`src/common/ccr_consts.svh`:
```
// Register offsets, field positions, reset values and timing counts of the comparator control.
`ifndef CCR_CONSTS_SVH
`define CCR_CONSTS_SVH

`define CCR_AW 4
`define CCR_DW 8
`define CCR_OFS_CTRL 4'h0
`define CCR_OFS_PORT 4'h1

`define CCR_BIT_EN 7
`define CCR_BIT_RESULT 6
`define CCR_BIT_OE 5
`define CCR_BIT_POL 4
`define CCR_BIT_ZLF 3
`define CCR_BIT_SP 2
`define CCR_BIT_HYS 1
`define CCR_BIT_SYNC 0

`define CCR_CTRL_RESET 8'h04
`define CCR_RDATA_RESET 8'h00

`define CCR_CLK_PERIOD_NS 40
`define CCR_ZLF_HOLD_NS 20
`define CCR_ZLF_CW 4
`define CCR_ZLF_HOLD_CYC \
  (((`CCR_ZLF_HOLD_NS) / (`CCR_CLK_PERIOD_NS)) < 1 ? 1 : \
   ((`CCR_ZLF_HOLD_NS) / (`CCR_CLK_PERIOD_NS)))

`endif

```
`src/common/ccr_pkg.sv`:
```
// Types shared by the comparator control register block.
`include "ccr_consts.svh"

package ccr_pkg;

  typedef struct packed {
    logic en;
    logic oe;
    logic pol;
    logic zlf;
    logic sp;
    logic hys;
    logic sync;
  } ccr_ctrl_s;

  typedef struct packed {
    logic [`CCR_AW-1:0] addr;
    logic [`CCR_DW-1:0] wdata;
    logic wr;
    logic rd;
  } ccr_bus_s;

  typedef enum logic {
    CCR_ZLF_PASS,
    CCR_ZLF_HOLD
  } ccr_zlf_state_e;

endpackage

```
`src/hdl/ccr_zlf.sv`:
```
// Glitch filter that stops a fresh output change from reversing during a hold interval.
`timescale 1ns/1ps
`include "ccr_consts.svh"

module ccr_zlf (
  // Clock and reset.
  input wire logic clk,
  input wire logic reset_n,
  // Control and data.
  input wire logic filter_en,
  input wire logic din,
  output logic dout_q
);
  import ccr_pkg::*;

  localparam logic [`CCR_ZLF_CW-1:0] HOLD_CYC = `CCR_ZLF_CW'(`CCR_ZLF_HOLD_CYC);

  ccr_zlf_state_e state_q;
  logic [`CCR_ZLF_CW-1:0] cnt_q;

  always_ff @(posedge clk or negedge reset_n) begin
    if (!reset_n) begin
      state_q <= CCR_ZLF_PASS;
      cnt_q <= '0;
      dout_q <= 1'b0;
    end else if (!filter_en) begin
      state_q <= CCR_ZLF_PASS;
      cnt_q <= '0;
      dout_q <= din;
    end else begin
      case (state_q)
        CCR_ZLF_PASS: begin
          // Take the change at once, then lock it for the hold interval.
          if (din != dout_q) begin
            dout_q <= din;
            cnt_q <= HOLD_CYC;
            state_q <= CCR_ZLF_HOLD;
          end
        end
        CCR_ZLF_HOLD: begin
          if (cnt_q <= `CCR_ZLF_CW'(1)) begin
            cnt_q <= '0;
            state_q <= CCR_ZLF_PASS;
          end else begin
            cnt_q <= cnt_q - `CCR_ZLF_CW'(1);
          end
        end
        default: begin
          state_q <= CCR_ZLF_PASS;
          cnt_q <= '0;
        end
      endcase
    end
  end
endmodule // ccr_zlf

```
`src/hdl/ccr_top.sv`:
```
// Control and status register for one analog comparator channel with pin and timer routing.
// Overview of operation
// - Enable bit 7 switches the comparator on; cleared, it idles at minimum power.
// - With inverted polarity, result bit 6 reads 1 when noninverting input is lower.
// - With normal polarity, result reads 1 when noninverting input is higher.
// - Bit 4 selects whether the result seen by software and logic is inverted.
// - Pin output enable bit 5 routes the result to the pin when direction cleared.
// - Pin routing depends only on pin output enable and direction, not comparator enable.
// - With pin output enable cleared the pin keeps its ordinary port function.
// - Port reads return 0 for every pin configured as analog input.
// - Filter enable bit 3 stops a result change reversing for a short hold.
// - Sync bit 0 latches timer and pin result on timer clock falling edge.
`timescale 1ns/1ps
`include "ccr_consts.svh"

module ccr_top (
  // Clock and reset.
  input wire logic clk,
  input wire logic reset_n,
  // Register port.
  input wire ccr_pkg::ccr_bus_s bus,
  output logic [`CCR_DW-1:0] rdata_q,
  // Analog comparator core.
  input wire logic noninv_above,
  output logic comparator_on,
  output logic speed_select,
  output logic hysteresis_enable,
  // Timer clock source after prescaler and gate output.
  input wire logic timer_clk_src,
  output logic timer_gate_q,
  // Port pin.
  input wire logic pin_direction_bit,
  input wire logic port_latch,
  output logic pin_data_q,
  output logic pin_oe_n_q,
  // Port read path.
  input wire logic [`CCR_DW-1:0] port_pin_level,
  input wire logic [`CCR_DW-1:0] port_analog_select
);
  import ccr_pkg::*;

  function automatic ccr_ctrl_s to_ctrl(input logic [`CCR_DW-1:0] v);
    ccr_ctrl_s c;
    c.en = v[`CCR_BIT_EN];
    c.oe = v[`CCR_BIT_OE];
    c.pol = v[`CCR_BIT_POL];
    c.zlf = v[`CCR_BIT_ZLF];
    c.sp = v[`CCR_BIT_SP];
    c.hys = v[`CCR_BIT_HYS];
    c.sync = v[`CCR_BIT_SYNC];
    return c;
  endfunction

  localparam ccr_ctrl_s CTRL_RST = to_ctrl(`CCR_CTRL_RESET);

  ccr_ctrl_s ctrl_q;
  logic raw_q;
  logic pol_res;
  logic filt_q;
  logic tclk_q;
  logic tclk_fall;
  logic gate_d;
  logic wr_ctrl;
  logic rd_ctrl;
  logic rd_port;

  assign wr_ctrl = bus.wr && (bus.addr == `CCR_OFS_CTRL);
  assign rd_ctrl = bus.rd && (bus.addr == `CCR_OFS_CTRL);
  assign rd_port = bus.rd && (bus.addr == `CCR_OFS_PORT);

  // Control fields; the result bit has no storage, so a write to it is simply lost.
  always_ff @(posedge clk or negedge reset_n) begin
    if (!reset_n) begin
      ctrl_q <= CTRL_RST;
    end else if (wr_ctrl) begin
      ctrl_q <= to_ctrl(bus.wdata);
    end
  end

  assign comparator_on = ctrl_q.en;
  assign speed_select = ctrl_q.sp;
  assign hysteresis_enable = ctrl_q.hys;

  // The comparison is latched every cycle; a powered-down comparator reads as low.
  always_ff @(posedge clk or negedge reset_n) begin
    if (!reset_n) begin
      raw_q <= 1'b0;
    end else begin
      raw_q <= ctrl_q.en & noninv_above;
    end
  end

  // Inverting the result is the same as swapping the two inputs.
  assign pol_res = raw_q ^ ctrl_q.pol;

  ccr_zlf u_zlf (
    .clk(clk),
    .reset_n(reset_n),
    .filter_en(ctrl_q.zlf),
    .din(pol_res),
    .dout_q(filt_q)
  );

  // Falling edge of the timer clock; the timer counts on the rising edge, so the
  // latched value is settled before the timer looks at it.
  always_ff @(posedge clk or negedge reset_n) begin
    if (!reset_n) begin
      tclk_q <= 1'b0;
    end else begin
      tclk_q <= timer_clk_src;
    end
  end

  assign tclk_fall = tclk_q & ~timer_clk_src;
  assign gate_d = ctrl_q.sync ? (tclk_fall ? filt_q : timer_gate_q) : filt_q;

  always_ff @(posedge clk or negedge reset_n) begin
    if (!reset_n) begin
      timer_gate_q <= 1'b0;
    end else begin
      timer_gate_q <= gate_d;
    end
  end

  // Pin override: the comparator enable plays no part in the routing.
  always_ff @(posedge clk or negedge reset_n) begin
    if (!reset_n) begin
      pin_data_q <= 1'b0;
      pin_oe_n_q <= 1'b1;
    end else begin
      pin_data_q <= ctrl_q.oe ? gate_d : port_latch;
      pin_oe_n_q <= pin_direction_bit;
    end
  end

  // Read data, valid only in the cycle after the read strobe; unmapped reads give zero.
  always_ff @(posedge clk or negedge reset_n) begin
    if (!reset_n) begin
      rdata_q <= `CCR_RDATA_RESET;
    end else if (rd_ctrl) begin
      rdata_q <= {ctrl_q.en, filt_q, ctrl_q.oe, ctrl_q.pol,
                  ctrl_q.zlf, ctrl_q.sp, ctrl_q.hys, ctrl_q.sync};
    end else if (rd_port) begin
      rdata_q <= port_pin_level & ~port_analog_select;
    end else begin
      rdata_q <= `CCR_RDATA_RESET;
    end
  end
endmodule // ccr_top

```
`config.mk`:
```
export PLATFORM = sky130hd
export DESIGN_NAME = ccr_top
export DESIGN_NICKNAME = d
export VERILOG_FILES = /design/src/common/ccr_pkg.sv /design/src/hdl/ccr_zlf.sv /design/src/hdl/ccr_top.sv
export VERILOG_INCLUDE_DIRS = /design/src /design/src/common
export SDC_FILE = /design/constraint.sdc
export NUM_CORES = 1
export LEC_CHECK = 0
export BUFFER_PORTS_ARGS = -buffer_cell sky130_fd_sc_hd__buf_4
export CAP_MARGIN = 20
export CORE_ASPECT_RATIO = 1.4
export CORE_MARGIN = 2
export CORE_UTILIZATION = 46
export DETAILED_ROUTE_END_ITERATION = 10
export HOLD_SLACK_MARGIN = 0.08
export PLACE_DENSITY = 0.78
export SYNTH_ARGS = -nofsm -noshare
export SYNTH_HDL_FRONTEND = slang
export SYNTH_SLANG_ARGS = --single-unit
```
`constraint.sdc`:
```
create_clock -name clk -period 1.4 [get_ports clk]
set_input_delay 0.28 -clock clk [delete_from_list [all_inputs] [get_ports clk]]
set_output_delay 0.28 -clock clk [all_outputs]
set_load 0.005 [all_outputs]
```
==> After elaboration in Yosys (flattened, before gate mapping) <==
Index checks and enable logic that the tools add are counted.
{ "word_totals": {"reg_bits": 26, "inputBits": 36, "output_inout_bits": 14, "elab_cells": 51} }
{ "op_classes": {"add_sub_neg": 1, "order_cmp": 1, "eq_ne": 5, "n_mux": 16, "n_bitwise": 7, "n_reduce_logical": 5} }
{ "ops": {"columns": ["operator", "count"], "rows": [
  ["$mux 8", 2],
  ["$mux 4", 3],
  ["$mux 1", 9],
  ["$and 8x8->8", 1],
  ["$not 8->8", 1],
  ["$pmux 4 s2", 1],
  ["$eq 4x1->1 const B", 1],
  ["$le 4x1->1 const B", 1],
  ["$logic_not 4->1", 1],
  ["$sub 4x1->4 const B", 1],
  ["$logic_and 1x1->1", 3],
  ["$ne 3x2->1 const B", 1],
  ["$and 1x1->1", 2],
  ["$ne 2x1->1 const B", 1],
  ["$ne 2x2->1 const B", 1],
  ["$not 1->1", 2],
  ["$pmux 1 s2", 1],
  ["$reduce_and 2->1", 1],
  ["$ne 1x1->1", 1],
  ["$xor 1x1->1", 1]
]} }

==> Depth between registers and ports, before layout <==
Gate-level depths: netlist of run 1.
{ "logic_depth": {"word_depth": 5, "mapped_depth": 5, "ltp_nobuf": 5} }

==> Hierarchy <==
From an unflattened synthesis of run 1, not the netlist that was laid out.
{ "hier_totals": {"hier_cells": 93, "hier_area_um2": 1144.8} }
{ "modules_own_cells": {"columns": ["module", "n_inst", "cells_per_inst", "area_per_inst_um2", "seq_area_each_um2"], "rows": [
  ["ccr_top", 1, 63, 825.8, 503.0],
  ["ccr_zlf", 1, 30, 319.1, 150.1]
]} }

==> Worst setup path after synthesis of run 1 <==
No wires, ideal clock.
{ "synth_path": {"path_kind": "register to register", "from": "register u_zlf.cnt_q[0]", "to": "register u_zlf.cnt_q[1]", "arrival_time_ns": 1.128, "t_required_ns": 1.262, "setup_slack_ns": 0.134, "stages_incl_launch_ff": 6, "period_less_slack_ns": 1.266, "cell_sequence": "dfrtp_1 -> inv_1 -> ha_1 -> nor2_1 -> o311ai_1 -> o2bb2ai_1"} }
{ "synth_between": {"elab_chain_cells": 4, "word_cells_on_any_way": 5} }
{ "synth_rtl": {"columns": ["item", "line", "source"], "rows": [
  ["start: declaration", "ccr_zlf.sv:19", "logic [`CCR_ZLF_CW-1:0] cnt_q;"],
  ["start signal: assignment", "ccr_zlf.sv:45", "cnt_q <= cnt_q - `CCR_ZLF_CW'(1);"],
  ["$sub 4x1->4 or $le 4x1->1 (tied branches)", "ccr_zlf.sv:45, ccr_zlf.sv:41", null],
  ["$mux 4 *", "ccr_zlf.sv:41", "if (cnt_q <= `CCR_ZLF_CW'(1)) begin"],
  ["$pmux 4 s2 *", "ccr_zlf.sv:31", "case (state_q)"],
  ["$mux 4 *", "ccr_zlf.sv:26", "end else if (!filter_en) begin"]
]} }
Mark *: on every way between the ends. The rest lies on a longest branch, timed or not.
A chain may end at the register's enable or synchronous reset.

==> Worst setup path after layout of run 1 <==
{ "layout_path": {"from": "register u_zlf.cnt_q[0]", "to": "register u_zlf.cnt_q[3]"} }
Same word-level chain as after synthesis.

==> summary.md, run 1 <==
| Metric | Value |
|---|---|
| Run status | `complete, no violations` |
| Die area | `~2900 sq um` |
| Synthesized cell area | `1130 sq um` |
| Max_cap viols | `0` |
| Initial Util | `47.7%` |
| Mean area per synthesized cell | `12.7 sq um` |
| Routed Antenna Nets | `0` |
| Sw power | `0.556 mW` |
| Sequential share of the synthesized area | `57.9%` |
| Core area | `roughly 2400 sq um` |
| Crit path arrival time | `1480 ps` |
| Hold Path Class | `in2reg` |
| Internal Power | `1.42 mW` |
| Slew @ Worst Pin | `341 ps` |
| Startpoint types | `flop` |
| Required time worst endpoint | `between 1500 and 2000 ps` |
| Hold path cells | `2` |
| Worst Setup Slack, final | `118 ps` |
| Final number of setup-violating endpoints | `0` |
| Clock power frac | `18.4%` |
| Overflow after GRT | `0` |
| Cell-by-cell trace of the critical path | `inv_1, ha_1, nor2_1, o311ai_1, buf_4, o2bb2ai_1` |
| DRT iter0 DRCs | `14` |
| Bufs on Longest Clock Path | `2` |
| Clock Skews | `4.36 ps` |
| Final Hold Viols | `0` |
| Yosys warnings | `0` |
| Reg-to-reg critical path startpoint | `u_zlf.cnt_q[0]$_DFFE_PN0P_` |
| Critical path endpoint category | `flop` |
| Synth area leaders | `dfrtp_1 53%, a32o_1 7.1%, mux2_2 7.0%` |
| CP max stage delay | `between 400 and 500 ps` |
| Maximum clock frequency | `780 MHz` |
| Period utilization | `91.6%` |
| Cell family with most CP delay | `flip-flops` |
| Drt drc | `0` |
| Antenna diodes | `0` |
| EDFF count, synth | `0` |
| Final Net Count | `roughly 180` |
| Vias post-DR | `887` |
| Pwr/cell area | `1250 nW/um^2` |
| Switching Share | `28.1%` |
| Initial antenna violation count | `0` |
| R2r endpoint | `u_zlf.cnt_q[3]$_DFFE_PN0P_` |
| WL/cell | `between 10 and 15 um` |
| TritonCTS clock tree | `built` |
| TritonCTS Buffers | `3` |
| Global Route Usage Sum | `~17%` |
| Finished layout cell area | `1590 sq um` |
| Maximum fanout along the worst path | `4` |
| Slowest stage cell, crit path | `dfrtp_1` |
| Initial DRT Pass Iterations | `4` |
| Worst vdd ir | `roughly 810 uV` |
| Net Count, Synth | `127` |
| Share of layout cells above drive strength 1 | `47.9%` |
| Max-slew headroom | `77.2%` |
| CTS Root Cell | `clkbuf_4` |
| Area growth, synth to finish | `40.8%` |
| Overall die height | `62.6 um` |
| Setup CP Type | `reg2reg` |
| Pre-CTS WS | `99.2 ps` |
| Vias in the first global route | `928` |
| Post-synth top area cell | `dfrtp_1` |
| TritonCTS Sinks | `26` |
| Max Slew Vio Count | `0` |
| H-tree lvl count | `1` |
| Combinational share of power | `30.5%` |
| Flop pwr share | `51.1%` |
| First-pass GRT wire length | `around 3.7 mm` |
| Detail Placement HPWL | `1.74 mm` |
| R2R Setup Slk | `roughly 120 ps` |
| Hold Startpoint | `noninv_above` |
| Syn Inst Count | `89` |
| Netlist cell types | `31` |
| Synth Register Bits | `26` |
| Vias/cell | `5.31` |
| Drt total wl | `2.25 mm` |
| Setup_tns | `0 ps` |
| Post-DP Area | `1510 sq um` |
| Clk Latency, worst-skew pair | `310 ps` |
| Largest net degree at the start of global routing | `27` |
| Most used DFF post-synth | `dfrtp_1` |
| Leak | `between 0.8 and 0.9 nW` |
| Most frequent cells in the layout | `50 x buf_4, 24 x dfrtp_1, 10 x inv_1` |
| Number of placed I/O pins | `50` |
| Synth top area share | `53.3%` |
| Clock slew at reported path FFs | `about 130 ps` |
| # rows | `21` |
| Hold Path End | `raw_q$_DFF_PN0_` |
| Final min period | `1280 ps` |
| GPL Wtd Cong | `about 0.71` |
| Crit path buf inv count | `2` |
| Async SR Flop Fraction | `100%` |
| Die Wd | `45.8 um` |
| Number of port buffers | `48` |
| Depth of the worst register-to-register path | `6` |
| Commonest non-fill, non-tap cell in the layout | `buf_4` |
| RSZ-0062 raised after global routing | `no` |
worst max-delay path by stage:
stage / startpoint / end / slack, ps / depth (start not counted)
floorplan: u_zlf.cnt_q[0]$_DFFE_PN0P_ / u_zlf.cnt_q[1]$_DFFE_PN0P_ / 130 / 5
detailed placement: bus[13] / rdata_q[7]$_DFF_PN0_ / 100 / 4
finish: u_zlf.cnt_q[0]$_DFFE_PN0P_ / u_zlf.cnt_q[3]$_DFFE_PN0P_ / 120 / 6
global route: u_zlf.cnt_q[0]$_DFFE_PN0P_ / u_zlf.cnt_q[1]$_DFFE_PN0P_ / 5 / 6
CTS: u_zlf.cnt_q[0]$_DFFE_PN0P_ / u_zlf.cnt_q[1]$_DFFE_PN0P_ / 90 / 6
global placement: bus[13] / rdata_q[3]$_DFF_PN0_ / 130 / 4
layout make-up:
| type | instances | area, sq um |
|---|---|---|
| clock buffer | 4 | 36.3 |
| fill | 184 | 777 |
| inverter | 10 | 37.5 |
| multi-input combinational | 51 | 427 |
| sequential | 26 | 653 |
| tap | 23 | 28.8 |
| timing repair buffer | 53 | 405 |
state kept, by name, indices dropped and copies added, names as in the netlist:
signal             cells
pin_oe_n_q             1
raw_q                  1
timer_gate_q           1
u_zlf.dout_q           1
speed_select           1
u_zlf.state_q          1
hysteresis_enable      1
rdata_q                8
ctrl_q                 4
tclk_q                 1
comparator_on          1
u_zlf.cnt_q            4
pin_data_q             1
metal layers:
metal | share of wire, % | vias to the layer above | track usage, %
li1 | - | 426 | -
met1 | 39 | 426 | 19.7
met2 | 55 | 33 | 30.4
met3 | 5.7 | 2 | 3.18
met4 | 0.85 | 0 | 4.29
met5 | 0 | - | 0
kinds of logic (layout without fill, tap and decap cells):
logic type	Yosys count	after routing	share of synthesized area, %
AO/OA/AOI/OAI	17	17	13.5
adder cells (fa/ha/maj)	2	2	2.22
AND/OR/NAND/NOR	22	22	11.3
XOR/XNOR	3	3	3.77
flip-flops	26	26	57.9
multiplexers	7	7	6.99
buffers and inverters	12	67	4.22
synth_stat cells (2+ instances only):
cell type,number
dfrtp_1,24
inv_1,10
a32o_1,8
mux2_2,7
nand2_1,5
nor2_1,5
dfstp_2,2
ha_1,2
nand3_1,2
o2bb2ai_1,2
xnor2_1,2
stage by stage:
stage	utilization (%)	power, mW	hold slack [ps]	instances
floorplan	-	1.36	-15.6	89
global placement	64.0	1.58	199	159
detailed placement	64.0	1.61	202	159
CTS	66.8	1.98	174	166
global route	67.1	2.10	157	167
finish	67.1	1.98	181	167
power groups by stage:
stage | Clock (mW) | Combinational [mW] | Sequential, mW
2_1_floorplan | 0 | 0.358 | 1.01
3_3_place_gp | 0 | 0.552 | 1.02
3_5_place_dp | 0 | 0.582 | 1.03
4_1_cts | 0.376 | 0.588 | 1.02
5_1_grt | 0.412 | 0.660 | 1.03
6_report | 0.364 | 0.603 | 1.01
repair_timing:
item	4_1_cts	5_1_grt
endpoints found under the hold margin	26	0
resized for setup	0	0
endpoints found under the setup margin	0	2
setup buffers	0	1
hold buffers	3	0
(Power assumes the default switching activity.)
==> inputs of run 2 (changes only) <==
--- a/config.mk
+++ b/config.mk
@@ -14,6 +14,7 @@
 export DETAILED_ROUTE_END_ITERATION = 10
 export HOLD_SLACK_MARGIN = 0.08
 export PLACE_DENSITY = 0.78
+export SETUP_SLACK_MARGIN = 0.4
 export SYNTH_ARGS = -nofsm -noshare
 export SYNTH_HDL_FRONTEND = slang
 export SYNTH_SLANG_ARGS = --single-unit
==> summary.md, run 2 (synthesis gave the netlist of run 1 again) <==
| Metric | Value |
|---|---|
| Final Hold Viols | `0 (unchanged)` |
| Finished layout cell area | `1770 sq um (+11%)` |
| Period utilization | `89.3% (-2.2 points)` |
| TritonCTS Buffers | `3 (unchanged)` |
| Vias/cell | `5.32 (+0.12%)` |
| Share of layout cells above drive strength 1 | `58.7% (+11 points)` |
| Placed Cells | `158 (-0.63%)` |
| RSZ-0062 raised after global routing | `yes` |
| TritonCTS clock tree | `built` |
| Final Net Count | `189 (+3.3%)` |
| H-tree lvl count | `1 (unchanged)` |
| TritonCTS Sinks | `26 (unchanged)` |
| Routed Antenna Nets | `0 (unchanged)` |
| Die Wd | `45.8 um (unchanged)` |
| Global Route Usage Sum | `20.0% (+3.0 points)` |
| Vias in the first global route | `1005 (+8.3%)` |
| Crit path buf inv count | `1 (-1)` |
| Commonest non-fill, non-tap cell in the layout | `buf_4` |
| Combinational share of power | `37.2% (+6.7 points)` |
| Non-Filler Instances | `173 (+3.6%)` |
| Clock Skews | `1.48 ps (-2.87 ps)` |
| Internal Power | `1.56 mW (+9.6%)` |
| Area of the multi-input gates | `507 sq um (+19%)` |
| Area growth, synth to finish | `56.7%` |
| DRT iter0 DRCs | `20 (+6)` |
| Max_cap viols | `0 (unchanged)` |
| Hold Path Class | `in2reg` |
| Maximum fanout along the worst path | `2 (-2)` |
| Slowest stage cell, crit path | `dfstp_2` |
| Required time worst endpoint | `1120 ps (-480 ps)` |
| Antenna diodes | `0 (unchanged)` |
| Setup CP Type | `reg2out` |
| Crit path arrival time | `970 ps (-510 ps)` |
| CTS Root Cell | `clkbuf_4` |
| Bufs on Longest Clock Path | `2 (unchanged)` |
| Vias post-DR | `920 (+3.7%)` |
| Initial antenna violation count | `0 (unchanged)` |
| Overall die height | `62.6 um (unchanged)` |
| Core area | `2360 sq um (unchanged)` |
| Clk Latency, worst-skew pair | `310 ps (about the same)` |
| Initial DRT Pass Iterations | `4 (unchanged)` |
| Filler cells | `166 (-9.8%)` |
| Worst vdd ir | `817 uV (+0.80%)` |
| Largest regs | `rdata_q x8, ctrl_q x4, u_zlf.cnt_q x4` |
| Drt drc | `0 (unchanged)` |
| Switching Share | `30.3% (+2.2 points)` |
| CP max stage delay | `570 ps (+140 ps)` |
| Flop pwr share | `46.2% (-4.9 points)` |
| Max-slew headroom | `78.5% (+1.2 points)` |
| Max Slew Vio Count | `0 (unchanged)` |
| Number of placed I/O pins | `50 (unchanged)` |
| Sequential cell area | `654 sq um (+0.19%)` |
| Pwr/cell area | `1270 nW/um^2 (+1.6%)` |
| Startpoint types | `flop` |
| Leak | `0.871 nW (+6.5%)` |
| Max FFs per register | `8 (unchanged)` |
| Largest net degree at the start of global routing | `27 (unchanged)` |
| Clock slew at reported path FFs | `140 ps (about the same)` |
| GPL Wtd Cong | `0.745 (+4.2%)` |
| Most frequent cells in the layout | `42 x buf_4, 23 x dfrtp_1, 14 x buf_6` |
| WL/cell | `15.1 um (+12%)` |
| Initial Util | `47.7% (unchanged)` |
| Final min period | `1250 ps (-31.5 ps)` |
| Cell family with most CP delay | `flip-flops` |
| Setup_tns | `0 ps (unchanged)` |
| Final number of setup-violating endpoints | `0 (unchanged)` |
| Biggest register | `rdata_q` |
| Post-DP Area | `1520 sq um (+0.17%)` |
| Sw power | `0.678 mW (+22%)` |
| Overflow after GRT | `0 (unchanged)` |
| Die area | `2870 sq um (unchanged)` |
| Maximum clock frequency | `800 MHz (+2.5%)` |
| Detail Placement HPWL | `1.89 mm (+8.6%)` |
| Slew @ Worst Pin | `323 ps (-18.1 ps)` |
| Drt total wl | `2.61 mm (+16%)` |
| Number of port buffers | `48 (unchanged)` |
| First-pass GRT wire length | `4.21 mm (+13%)` |
| Clock power frac | `16.7% (-1.7 points)` |
| # rows | `21 (unchanged)` |
| Run status | `complete, no violations` |
| Critical path endpoint category | `output port` |
| Cell-by-cell trace of the critical path | `buf_6` |
## run 2: power groups by stage
stage | Combinational (mW) | Sequential (mW) | Clock, mW
floorplan | 0.360 | 1.01 | 0
global placement | 0.555 | 1.03 | 0
detailed placement | 0.588 | 1.03 | 0
CTS | 0.714 | 1.02 | 0.381
global route | 0.915 | 1.05 | 0.416
finish | 0.831 | 1.03 | 0.373
## run 2: stage by stage
step | utilization, % | setup slack [ps] | hold WS (ps) | power, mW
floorplan | - | 230 | -15.6 | 1.37
global placement | 64.1 | 159 | 202 | 1.59
detailed placement | 64.1 | 87.1 | 205 | 1.62
CTS | 71.5 | 120 | 152 | 2.11
global route | 74.7 | 86.6 | 153 | 2.38
finish | 74.7 | 150 | 163 | 2.24
## run 2: metal layers
metal  GRT usage [%]  wire (um)  vias up
met4            11.4         85        0
met3            3.47        130        8
li1                -          -      435
met2            34.0       1430       33
met1            21.8        964      444
met5               0          0        -
## run 2: path summary, 6_finish.rpt
kind	from	end	slack, ps	cells after the start
worst max register to register	u_zlf.cnt_q[0]$_DFFE_PN0P_	u_zlf.cnt_q[3]$_DFFE_PN0P_	150	6
worst max-delay path	speed_select$_DFFE_PN1P_	speed_select	150	1
min in group asynchronous	reset_n	rdata_q[0]$_DFF_PN0_	380	2
worst min-delay path	noninv_above	raw_q$_DFF_PN0_	160	2
max in group asynchronous	reset_n	pin_oe_n_q$_DFF_PN1_	720	2
worst min register to register	hysteresis_enable$_DFFE_PN0P_	rdata_q[1]$_DFF_PN0_	570	1
## run 2: layout make-up
| cell class | instances | share of cell area, % |
|---|---|---|
| Sequential cell | 26 | 37.0 |
| Multi-Input combinational cell | 51 | 28.7 |
| Timing Repair Buffer | 59 | 28.5 |
| Inverter | 10 | 2.12 |
| Clock buffer | 4 | 2.05 |
| Tap cell | 23 | 1.63 |
## run 2: repair_timing
action	CTS	global route
endpoints found under the hold margin	26	0
hold buffers	3	0
resized for setup	16	14
buffers inserted	7	1
endpoints found under the setup margin	19	20
gates cloned	0	0
pin swaps	3	2
==> inputs of run 3 (changes only) <==
--- a/config.mk
+++ b/config.mk
@@ -13,7 +13,7 @@
 export CORE_UTILIZATION = 46
 export DETAILED_ROUTE_END_ITERATION = 10
 export HOLD_SLACK_MARGIN = 0.08
-export PLACE_DENSITY = 0.78
+export PLACE_DENSITY = 0.86
 export SETUP_SLACK_MARGIN = 0.4
 export SYNTH_ARGS = -nofsm -noshare
 export SYNTH_HDL_FRONTEND = slang
==> summary.md, run 3 (synthesis gave the netlist of run 1 again) <==
| Metric | Value |
|---|---|
| Maximum clock frequency | `801 MHz (+0.12%)` |
| First-pass GRT wire length | `4.40 mm (+4.4%)` |
| Global Route Usage Sum | `20.7% (+0.65 points)` |
| Slowest stage cell, crit path | `xor3_2` |
| Number of placed I/O pins | `50 (unchanged)` |
| Die Wd | `45.8 um (unchanged)` |
| Setup_tns | `0 ps (unchanged)` |
| Antenna diodes | `0 (unchanged)` |
| Clock slew at reported path FFs | `140 ps (about the same)` |
| Max_cap viols | `0 (unchanged)` |
| TritonCTS clock tree | `built` |
| Max-slew headroom | `76.9% (-1.6 points)` |
| Worst vdd ir | `887 uV (+8.6%)` |
| CTS Root Cell | `clkbuf_4` |
| # rows | `21 (unchanged)` |
| Initial Util | `47.7% (unchanged)` |
| Slew @ Worst Pin | `347 ps (+23.5 ps)` |
| TritonCTS Buffers | `3 (unchanged)` |
| Setup CP Type | `reg2reg` |
| Crit path arrival time | `1460 ps (+490 ps)` |
| Pwr/cell area | `1380 nW/um^2 (+9.1%)` |
| Clk Latency, worst-skew pair | `310 ps (about the same)` |
| H-tree lvl count | `1 (unchanged)` |
| Max FFs per register | `8 (unchanged)` |
| Area growth, synth to finish | `61.3%` |
| Die area | `2870 sq um (unchanged)` |
| Largest net degree at the start of global routing | `27 (unchanged)` |
| Leak | `0.896 nW (+2.8%)` |
| GPL Wtd Cong | `0.718 (-3.5%)` |
| Most frequent cells in the layout | `44 x buf_4, 22 x dfrtp_1, 16 x buf_6` |
| Minimum hold slack | `163 ps (-0.562 ps)` |
| TritonCTS Sinks | `26 (unchanged)` |
| Filler cells | `149 (-10%)` |
| Share of layout cells above drive strength 1 | `59.1% (+0.42 points)` |
| Clock Skews | `6.96 ps (+5.48 ps)` |
| Maximum fanout along the worst path | `4 (+2)` |
| Period utilization | `89.2% (-0.10 points)` |
| Total power | `2.51 mW (+12%)` |
| Drt total wl | `2.80 mm (+7.3%)` |
| Vias/cell | `5.39 (+1.4%)` |
| Final number of setup-violating endpoints | `0 (unchanged)` |
| Non-Filler Instances | `177 (+2.3%)` |
| Final Net Count | `193 (+2.1%)` |
| Core area | `2360 sq um (unchanged)` |
| Bufs on Longest Clock Path | `2 (unchanged)` |
| Vias post-DR | `954 (+3.7%)` |
| Hold Path Class | `in2reg` |
| Run status | `complete, no violations` |
| Final Hold Viols | `0 (unchanged)` |
| Routed Antenna Nets | `0 (unchanged)` |
| Critical path endpoint category | `flop` |
| Initial antenna violation count | `0 (unchanged)` |
| Vias in the first global route | `992 (-1.3%)` |
| Final min period | `1250 ps (-1.46 ps)` |
| Overall die height | `62.6 um (unchanged)` |
| RSZ-0062 raised after global routing | `yes` |
| Crit path buf inv count | `0 (-1)` |
| DRT iter0 DRCs | `14 (-30%)` |
| Cell-by-cell trace of the critical path | `xor3_2, o21ai_1, o21ai_1` |
| Detail Placement HPWL | `1.85 mm (-2.0%)` |
| CP max stage delay | `490 ps (-80 ps)` |
| Pre-CTS WS | `101 ps (+13.9 ps)` |
| WL/cell | `15.8 um (+4.9%)` |
| Required time worst endpoint | `1610 ps (+490 ps)` |
| Placed Cells | `158 (unchanged)` |
| Biggest register | `rdata_q` |
| Top cell by count, worst path | `o21ai_1` |
| Largest regs | `rdata_q x8, ctrl_q x4, u_zlf.cnt_q x4` |
| Drt drc | `0 (unchanged)` |
| Startpoint types | `flop` |
| Max Slew Vio Count | `0 (unchanged)` |
| Initial DRT Pass Iterations | `4 (unchanged)` |
| Cell family with most CP delay | `XOR/XNOR gates` |
| Worst Setup Slack, final | `151 ps (+1.46 ps)` |
| Number of port buffers | `48 (unchanged)` |
| Overflow after GRT | `0 (unchanged)` |
| Commonest non-fill, non-tap cell in the layout | `buf_4` |
-- run 3: what timing repair did --
action | in CTS | in global routing
pin swaps | 6 | 2
hold buffers | 3 | 0
buffers inserted | 8 | 4
resized for setup | 29 | 4
endpoints found under the setup margin | 19 | 20
endpoints found under the hold margin | 26 | 0
-- run 3: final cells by class --
cell class,instances,area (sq um),share of cell area [%]
clock buffers,3,22.5,1.24
clock inverters,1,30.0,1.65
inverters,10,37.5,2.06
multi-input cells,51,503,27.7
flip-flops and latches,26,656,36.1
well taps,23,28.8,1.58
repair buffers,63,541,29.7
-- run 3: stage by stage --
step / utilization (%) / instance area, sq um
3_5_place_dp: 64.1 / 1520
5_1_grt: 76.9 / 1820
2_1_floorplan: - / 1140
4_1_cts: 74.9 / 1770
3_3_place_gp: 64.1 / 1520
6_report: 76.9 / 1820
-- run 3: power breakdown --
part	internal [mW]	total, mW	leakage [nW]	switching [mW]
sequential	0.888	1.05	0.332	0.165
clock	0.289	0.505	0.0279	0.216
combinational	0.611	0.951	0.536	0.340
-- run 3: path summary, 6_finish.rpt --
path	startpoint	to	slack, ps	depth (start not counted)
max	u_zlf.dout_q$_DFFE_PN0P_	u_zlf.cnt_q[0]$_DFFE_PN0P_	150	3
min	noninv_above	raw_q$_DFF_PN0_	160	2
max reg2reg	u_zlf.dout_q$_DFFE_PN0P_	u_zlf.cnt_q[0]$_DFFE_PN0P_	150	3
min reg2reg	ctrl_q[5]$_DFFE_PN0P_	pin_data_q$_DFF_PN0_	520	1
max in group asynchronous	reset_n	speed_select$_DFFE_PN1P_	720	2
min in group asynchronous	reset_n	ctrl_q[0]$_DFFE_PN0P_	390	2
-- run 3: routing by layer --
metal | part of all wire [%] | track usage [%] | up-vias
li1 | - | - | 442
met1 | 38 | 25.4 | 476
met2 | 57 | 35.4 | 32
met3 | 3.9 | 2.31 | 4
met4 | 1.7 | 7.50 | 0
met5 | 0 | 0 | -
